===== src/include/ebtp_pkg.sv =====
// package for the eight-bit timer with shared prescaler
// assumes a single system clock domain and an AHB-Lite register slave
package ebtp_pkg;
	// register byte offsets
	localparam logic [7:0] CTRL_ADDR = 8'h00;
	localparam logic [7:0] COUNT_ADDR = 8'h04;
	localparam logic [7:0] MASK_ADDR = 8'h08;
	localparam logic [7:0] FLAGS_ADDR = 8'h0C;
	localparam logic [7:0] PSRST_ADDR = 8'h10;
	localparam logic [7:0] GIE_ADDR = 8'h14;
	// field positions
	localparam int CS_LSB = 0;
	localparam int CS_W = 3;
	localparam int OVF_BIT = 0;
	localparam int TOIE_BIT = 0;
	localparam int PSR_BIT = 0;
	localparam int GIE_BIT = 0;
	// count reset and limit values
	localparam logic [7:0] COUNT_RST = 8'h00;
	localparam logic [7:0] MAX_COUNT = 8'hFF;
	localparam logic [7:0] BOTTOM_COUNT = 8'h00;
	// prescaler geometry
	localparam int PRE_W = 10;
	localparam int TAP8 = 3;
	localparam int TAP64 = 6;
	localparam int TAP256 = 8;
	localparam int TAP1024 = 10;
	// clock select encodings
	typedef enum logic [2:0] {
		CS_STOP = 3'h0,
		CS_DIV1 = 3'h1,
		CS_DIV8 = 3'h2,
		CS_DIV64 = 3'h3,
		CS_DIV256 = 3'h4,
		CS_DIV1024 = 3'h5,
		CS_EXTFALL = 3'h6,
		CS_EXTRISE = 3'h7
	} ebtp_cs_type;
	// AHB-Lite request carrier
	typedef struct packed {
		logic sel;
		logic [1:0] trans;
		logic write;
		logic [2:0] size;
		logic [31:0] addr;
	} ebtp_ahbreq_type;
	// pin edge detector output carrier
	typedef struct packed {
		logic rise;
		logic fall;
	} ebtp_edge_type;
endpackage : ebtp_pkg


===== src/design/ebtp_pin_sync.sv =====
// external count pin synchroniser and edge detector
// assumes pin is asynchronous to sys_clk; clocked on rising edge only
`timescale 1ns/100ps
module ebtp_pin_sync (
	// clock and reset
	input wire logic sysClk,
	input wire logic resetN,
	// pin in, edges out
	input wire logic pinIn,
	output ebtp_pkg::ebtp_edge_type edges
);
	typedef struct packed {
		logic s1;
		logic s2;
		logic s3;
	} ebtp_sync_type;
	ebtp_sync_type st_ff;
	ebtp_sync_type nxt_st;
	// two-stage sample, third stage for edge compare
	always_comb begin
		nxt_st.s1 = pinIn; // see [RULE13]
		nxt_st.s2 = st_ff.s1;
		nxt_st.s3 = st_ff.s2;
	end
	always_ff @(posedge sysClk or negedge resetN) begin
		if (!resetN) begin
			st_ff <= '0;
		end else begin
			st_ff <= nxt_st;
		end
	end
	// edges from second and third stages only, two edges of latency; see [RULE15]
	assign edges.rise = st_ff.s2 & ~st_ff.s3; // see [RULE14]
	assign edges.fall = ~st_ff.s2 & st_ff.s3; // see [RULE14]
endmodule : ebtp_pin_sync


===== src/design/ebtp_timer.sv =====
// eight-bit up counter with clock select, shared prescaler and overflow flag
// assumes AHB-Lite master on sys_clk; vector acknowledge and global enable from core
`timescale 1ns/100ps
//
// Overview of operation
// [RULE1] clock select picks stop, div1..1024, pin edges
// [RULE2] count up on enable, hold when stopped
// [RULE3] software count write beats increment
// [RULE4] count up only, wrap 0xFF to 0x00
// [RULE5] overflow flag set on wrap, held until cleared
// [RULE6] flag cleared by vector or writing one
// [RULE7] irq equals flag and enable and global
// [RULE8] count always readable and writable
// [RULE9] prescaler free running, shared, separate taps
// [RULE10] first prescaled tick within 1..N+1 cycles
// [RULE11] prescaler reset affects both timers
// [RULE12] reset bit self clears, reads zero
// [RULE13] pin sampled each cycle via synchroniser
// [RULE14] one pulse per selected pin edge
// [RULE15] pin edge reaches counter in few cycles
// [RULE16] software switches pin mode when pin stable
// [RULE17] pin half period exceeds one clock
// [RULE18] pin counts even when driven as output
// [RULE19] pin edges never prescaled
// [RULE20] single clock, timer tick is enable
// [RULE21] reset clears count, flag, select, enable
module ebtp_timer (
	// clock and reset
	input wire logic sys_clk,
	input wire logic reset_n,
	// AHB-Lite slave
	input wire logic hsel,
	input wire logic [31:0] haddr,
	input wire logic [1:0] htrans,
	input wire logic hwrite,
	input wire logic [2:0] hsize,
	input wire logic [31:0] hwdata,
	input wire logic hready,
	output logic [31:0] hrdata,
	output logic hreadyout,
	output logic hresp,
	// core side
	input wire logic globalIrqEnable,
	input wire logic overflowVectorAck,
	output logic overflowIrq,
	// external count pin, sampled whatever its direction
	input wire logic externalCountPin,
	// shared prescaler to companion timer
	output logic [ebtp_pkg::PRE_W-1:0] prescalerValue
);
	typedef struct packed {
		logic [7:0] count;
		logic [2:0] clockSelect;
		logic overflowFlag;
		logic overflowIrqEnable;
		logic gieShadow;
		logic [ebtp_pkg::PRE_W-1:0] prescaler;
		logic prescalerResetBit;
		logic dphValid;
		logic dphWrite;
		logic [7:0] dphAddr;
		logic [31:0] rdata;
		logic irq;
	} ebtp_state_type;

	ebtp_state_type st_ff;
	ebtp_state_type nxt_st;
	ebtp_pkg::ebtp_edge_type pinEdges;
	ebtp_pkg::ebtp_ahbreq_type req;
	logic [ebtp_pkg::PRE_W-1:0] prePrev;
	logic timerCountEnable;
	logic wrCount;
	logic wrFlags;
	logic [7:0] wbyte;

	// pin synchroniser and edge detector
	ebtp_pin_sync u_pin_sync (
		.sysClk(sys_clk),
		.resetN(reset_n),
		.pinIn(externalCountPin),
		.edges(pinEdges)
	);

	// tap pulse: bit k-1 of the prescaler falls, i.e. counter crosses multiple of 2^k
	function automatic logic tap_pulse(input logic [ebtp_pkg::PRE_W-1:0] nowV,
		input logic [ebtp_pkg::PRE_W-1:0] wasV, input int k);
		tap_pulse = wasV[k-1] & ~nowV[k-1];
	endfunction : tap_pulse

	// read data for a register offset
	function automatic logic [31:0] read_mux(input ebtp_state_type s, input logic [7:0] a);
		read_mux = 32'h0000_0000;
		unique case (a)
			ebtp_pkg::CTRL_ADDR: read_mux[ebtp_pkg::CS_LSB +: ebtp_pkg::CS_W] = s.clockSelect;
			ebtp_pkg::COUNT_ADDR: read_mux[7:0] = s.count; // see [RULE8]
			ebtp_pkg::MASK_ADDR: read_mux[ebtp_pkg::TOIE_BIT] = s.overflowIrqEnable;
			ebtp_pkg::FLAGS_ADDR: read_mux[ebtp_pkg::OVF_BIT] = s.overflowFlag;
			ebtp_pkg::PSRST_ADDR: read_mux = 32'h0000_0000; // see [RULE12]
			ebtp_pkg::GIE_ADDR: read_mux[ebtp_pkg::GIE_BIT] = s.gieShadow;
			default: read_mux = 32'h0000_0000;
		endcase
	endfunction : read_mux

	// bus request bundle
	assign req.sel = hsel;
	assign req.trans = htrans;
	assign req.write = hwrite;
	assign req.size = hsize;
	assign req.addr = haddr;

	// current prescaler value minus one, not a registered copy, to form tap pulses
	assign prePrev = st_ff.prescaler - ebtp_pkg::PRE_W'(1);

	// clock select multiplexer; tick is a single-cycle enable
	always_comb begin
		timerCountEnable = 1'b0;
		unique case (ebtp_pkg::ebtp_cs_type'(st_ff.clockSelect)) // see [RULE1]
			ebtp_pkg::CS_STOP: timerCountEnable = 1'b0; // see [RULE2]
			ebtp_pkg::CS_DIV1: timerCountEnable = 1'b1;
			ebtp_pkg::CS_DIV8: timerCountEnable = tap_pulse(st_ff.prescaler, prePrev, ebtp_pkg::TAP8); // see [RULE10]
			ebtp_pkg::CS_DIV64: timerCountEnable = tap_pulse(st_ff.prescaler, prePrev, ebtp_pkg::TAP64);
			ebtp_pkg::CS_DIV256: timerCountEnable = tap_pulse(st_ff.prescaler, prePrev, ebtp_pkg::TAP256);
			ebtp_pkg::CS_DIV1024: timerCountEnable = (st_ff.prescaler == '0) && !st_ff.prescalerResetBit;
			ebtp_pkg::CS_EXTFALL: timerCountEnable = pinEdges.fall; // see [RULE19]
			ebtp_pkg::CS_EXTRISE: timerCountEnable = pinEdges.rise; // see [RULE18]
		endcase
	end

	// data phase write decode
	assign wbyte = hwdata[7:0];
	assign wrCount = st_ff.dphValid && st_ff.dphWrite && (st_ff.dphAddr == ebtp_pkg::COUNT_ADDR);
	assign wrFlags = st_ff.dphValid && st_ff.dphWrite && (st_ff.dphAddr == ebtp_pkg::FLAGS_ADDR);

	// next state
	always_comb begin
		nxt_st = st_ff;
		// prescaler runs regardless of clock select; reset restarts it
		if (st_ff.prescalerResetBit) begin
			nxt_st.prescaler = '0; // see [RULE11]
			nxt_st.prescalerResetBit = 1'b0; // see [RULE12]
		end else begin
			nxt_st.prescaler = st_ff.prescaler + ebtp_pkg::PRE_W'(1); // see [RULE9]
		end
		// counter: increment and wrap, write wins
		if (timerCountEnable) begin
			nxt_st.count = st_ff.count + 8'h01; // see [RULE4]
		end
		if (wrCount) begin
			nxt_st.count = wbyte; // see [RULE3]
		end
		// overflow flag: clears first, set wins over clear
		if (overflowVectorAck) begin
			nxt_st.overflowFlag = 1'b0; // see [RULE6]
		end
		if (wrFlags && wbyte[ebtp_pkg::OVF_BIT]) begin
			nxt_st.overflowFlag = 1'b0; // see [RULE6]
		end
		if (timerCountEnable && !wrCount && (st_ff.count == ebtp_pkg::MAX_COUNT)) begin
			nxt_st.overflowFlag = 1'b1; // see [RULE5]
		end
		// other register writes
		if (st_ff.dphValid && st_ff.dphWrite) begin
			unique case (st_ff.dphAddr)
				ebtp_pkg::CTRL_ADDR: nxt_st.clockSelect = wbyte[ebtp_pkg::CS_LSB +: ebtp_pkg::CS_W];
				ebtp_pkg::MASK_ADDR: nxt_st.overflowIrqEnable = wbyte[ebtp_pkg::TOIE_BIT];
				ebtp_pkg::PSRST_ADDR: begin
					if (wbyte[ebtp_pkg::PSR_BIT]) begin
						nxt_st.prescalerResetBit = 1'b1; // see [RULE12]
					end
				end
				default: nxt_st.dphAddr = st_ff.dphAddr;
			endcase
		end
		nxt_st.gieShadow = globalIrqEnable;
		// interrupt request from next flag and enables
		nxt_st.irq = nxt_st.overflowFlag && nxt_st.overflowIrqEnable && globalIrqEnable; // see [RULE7]
		// address phase capture
		nxt_st.dphValid = 1'b0;
		if (hready) begin
			nxt_st.dphValid = req.sel && req.trans[1];
			nxt_st.dphWrite = req.write;
			nxt_st.dphAddr = req.addr[7:0];
		end
		// read data registered for the following data phase
		nxt_st.rdata = '0;
		if (hready && req.sel && req.trans[1] && !req.write) begin
			nxt_st.rdata = read_mux(st_ff, req.addr[7:0]);
		end
	end

	// single clock for all state; reset clears everything
	always_ff @(posedge sys_clk or negedge reset_n) begin // see [RULE20]
		if (!reset_n) begin
			st_ff <= '0; // see [RULE21]
		end else begin
			st_ff <= nxt_st;
		end
	end

	// read data, irq and prescaler outputs straight from flip-flops; ready and response tied off: zero wait state, always OKAY
	assign hrdata = st_ff.rdata;
	assign hreadyout = 1'b1;
	assign hresp = 1'b0;
	assign overflowIrq = st_ff.irq;
	assign prescalerValue = st_ff.prescaler;
endmodule : ebtp_timer


===== config.mk =====
export PLATFORM = sky130hd
export DESIGN_NAME = ebtp_timer
export DESIGN_NICKNAME = d
export VERILOG_FILES = /design/src/include/ebtp_pkg.sv /design/src/design/ebtp_pin_sync.sv /design/src/design/ebtp_timer.sv
export SDC_FILE = /design/constraint.sdc
export NUM_CORES = 1
export LEC_CHECK = 0
export BUFFER_PORTS_ARGS = -buffer_cell sky130_fd_sc_hd__buf_2
export CORE_UTILIZATION = 40
export DETAILED_ROUTE_END_ITERATION = 10
export GPL_ROUTABILITY_DRIVEN = 0
export PLACE_DENSITY = 0.74
export SLEW_MARGIN = 40
export SYNTH_ARGS = -nofsm -noshare
export SYNTH_HDL_FRONTEND = slang
export SYNTH_SLANG_ARGS = --single-unit

===== constraint.sdc =====
create_clock -name sys_clk -period 1.95 [get_ports sys_clk]
set_input_delay 0.0975 -clock sys_clk [delete_from_list [all_inputs] [get_ports sys_clk]]
set_output_delay 0.0975 -clock sys_clk [all_outputs]
set_load 0.05 [all_outputs]

==> impl_metrics.toml <==
[cts]
cts.sinks = 47
insertion_delay_ns = 0.30
numCtsBuffers = 5
root_buffer = "clkbuf_8"
cts_buffer_depth = 2
h-tree-depth = 2
path_clk_slew_ns = 0.08
cts_tree = "done"

[grt]
antenna_found_initial = 0
grt_pass1_wl_mm = 7.245
track_usage_pct = 14.66
grt_max_degree = 48
grt_pass1_vias = 1542
overflow = 0

[yosys]
async_reset_ff_share_pct = 100.0
ys_seq_area_share_pct = 46.70
synth.distinct_cells = 47
synth_top_area_share_pct = 46.70
synth-seq-cells = 47
yosys.area.top_type = "dfrtp_1"
avgSynthCellArea_um2 = 10.63
syn_area_um2 = 2519
yosys_warnings = 0
synth_edf_count = 0
synth_cells = 237
synth.area.top_cells = "dfrtp_1, buf_4, mux2_2, nor2_1, and3_1"
synth-main-ff-cell = "dfrtp_1"

[sta]
rsz0062_at_grt = "true"
drv_slew = 0
postLayoutSetupSlackWorst_ns = -0.1387
max_slew_margin_pct = 61.40
tightest_slew_ns = 0.5790
hold_violations = 0
fmax_ghz = 0.4788
fin_crit_sh_pct = 107.1
clock_skew_ns = 0.006760
finalSetupViolations = 7
min_period_ns = 2.089

[die]
fp.dieH_um = 81.35
initial_utilization_pct = 42.04
fp-row-count = 28
coreArea_um2 = 5991
die_w_um = 81.35
io_pins = 122
die_area_um2 = 6618

[job]
cap_violations = 0

[worst_setup_path]
path_cells = "or4_4, or3_4, nor3b_4, mux2_4, and3_1"
regToRegStartpoint = "st_ff[39]$_DFFE_PN0P_"
startpoint_type = "register"
crit_start = "st_ff[39]$_DFFE_PN0P_"
cp_max_fo = 4
crit_cells = 5
rrSetupSlack_ns = -0.14
crit_slowest_cell = "or4_4"
cp_num_buf_inv = 0
cp.arrival_ns = 2.28
slowest_delay_ns = 0.55
r2r_cells = 5
cp.required_ns = 2.14
crit_family = "simple AND/OR/NAND/NOR gates"
endpoint_kind = "register"
path_class = "register to register"

[power]
p_per_area_nw_per_um2 = 929.2
ir_worst_vdd_mv = 0.7004
power.leakage_nw = 1.407

[drt]
routed_wl_mm = 4.528
drc = 0
detail-route-antenna-nets = 0
dr.first_iter.drc_count = 60
vias = 1763
vias_per_cell = 4.925
wl_per_cell_um = 12.65
drt_pre_antenna_iters = 4

[finish]
n_fill_cell = 562
nets = 362
multi_input_area_um2 = 1124
layout_commonest_cell = "dfrtp_1"
post-route-util_pct = 47.91
final_cell_mix = "dfrtp_1, buf_2, conb_1"
seq_area_um2 = 1176
diodes = 0
areaGrowthSynthToFinish_pct = 13.96
layout-drive-gt1-share_pct = 33.92

[placement]
dpl.hpwl_mm = 3.406
port_buffers = 43
place_ws_ns = -0.1812

[min_path]
holdPathStages = 3
holdCritPathClass = "primary input to register"
worstHoldStart = "hwdata[7]"

[outcome]
status = "finished with violations"
violations = "setup timing"
==> power by group <==
part           switching [mW]  total, mW  leakage, nW  internal, mW
Combinational           0.569      0.856        0.780         0.287
Sequential              0.137       1.24        0.587          1.10
Clock                   0.321      0.572       0.0412         0.251
Total                    1.03       2.67         1.41          1.64
==> layout make-up <==
cell class / count / share of cell area (%)
timing repair buffer: 62 / 12.99
sequential: 47 / 40.98
clock buffer: 6 / 2.528
inverter: 5 / 0.6539
multi-input combinational: 161 / 39.15
clock inverter: 2 / 0.4359
tap: 75 / 3.269
==> logic make-up (layout without fill, tap and decap cells) <==
family          after synthesis  count (layout)  share of synthesized area, %
simple gates                 82              82                         19.72
xor+xnor                      9               9                         3.129
mux                          19              19                         8.246
buf+inv                      53              75                         14.46
fa+ha+maj                     3               3                         1.490
flops                        47              47                         46.70
compound gates               22              22                         5.961
other cells                   2              26                        0.2982
==> registers in the layout, indices dropped and copies added, names as in the netlist <==
signal and flops:
prescalerValue 10, u_pin_sync.st_ff 1, u_pin_sync.nxt_st 2, overflowIrq 1, st_ff 25, hrdata 8
==> worst register-to-register path: cells and delay by family, from the launching register on <==
| kind | cells | cell delay [ns] |
|---|---|---|
| flops | 1 | 0.39 |
| simple gates | 4 | 1.27 |
| mux | 1 | 0.32 |
==> cells in the mapped netlist (2+ instances only) <==
library cell and n:
a21oi_1 4, mux2i_1 5, nor3_1 3, or4_4 2, mux2_2 10, a31oi_1 4
nor2b_1 2, nand3_1 11, nor4_1 2, xor2_1 5, xnor2_1 4, nor2_1 22
nand2_1 5, nand4b_1 2, and2_1 5, dfrtp_1 47, clkbuf_1 4, or3_1 4
ha_1 3, nor4b_1 2, o21ai_1 2, and3_1 10, o21ai_0 4, conb_1 2
inv_1 5, mux2_1 4, buf_4 44
==> worst paths after layout <==
path | end
worst max-delay path | overflowIrq$_DFF_PN0_
worst min-delay path | st_ff[67]$_DFFE_PN0P_
worst max register to register | overflowIrq$_DFF_PN0_
worst min register to register | u_pin_sync.nxt_st[0]$_DFF_PN0_
max in group asynchronous | prescalerValue[7]$_DFF_PN0_
min in group asynchronous | prescalerValue[5]$_DFF_PN0_
==> metrics by stage <==
stage / hold slack [ns] / std cells / TNS (ns) / power (mW) / instance area (um2)
4_1_cts: 0.02152 / 357 / -0.5247 / 2.692 / 2834
5_1_grt: 0.02734 / 358 / -1.024 / 2.820 / 2870
3_3_place_gp: 0.2144 / 346 / -0.3057 / 2.079 / 2686
2_1_floorplan: -0.1981 / 261 / -0.07827 / 1.968 / 2610
3_5_place_dp: 0.2233 / 346 / -0.6104 / 2.100 / 2686
6_report: 0.03820 / 358 / -0.5246 / 2.667 / 2870
==> timing repair <==
action / in CTS / in global routing
hold buffers: 3 / 0
hold endpoints to repair: 49 / 0
resized for setup: 7 / 8
pin swaps: 4 / 5
buffers inserted: 0 / 1
setup endpoints to repair: 8 / 13
==> routing by layer <==
metal	up-vias	wire (um)	part of all wire (%)	global-route usage (%)
met5	-	0	0	0
met2	52	2237	49	24.50
met1	857	1981	44	18.00
li1	846	-	-	-
met4	0	55	1.2	4.821
met3	8	254	5.6	4.270
No activity file was read; power rests on OpenSTA's default activity.
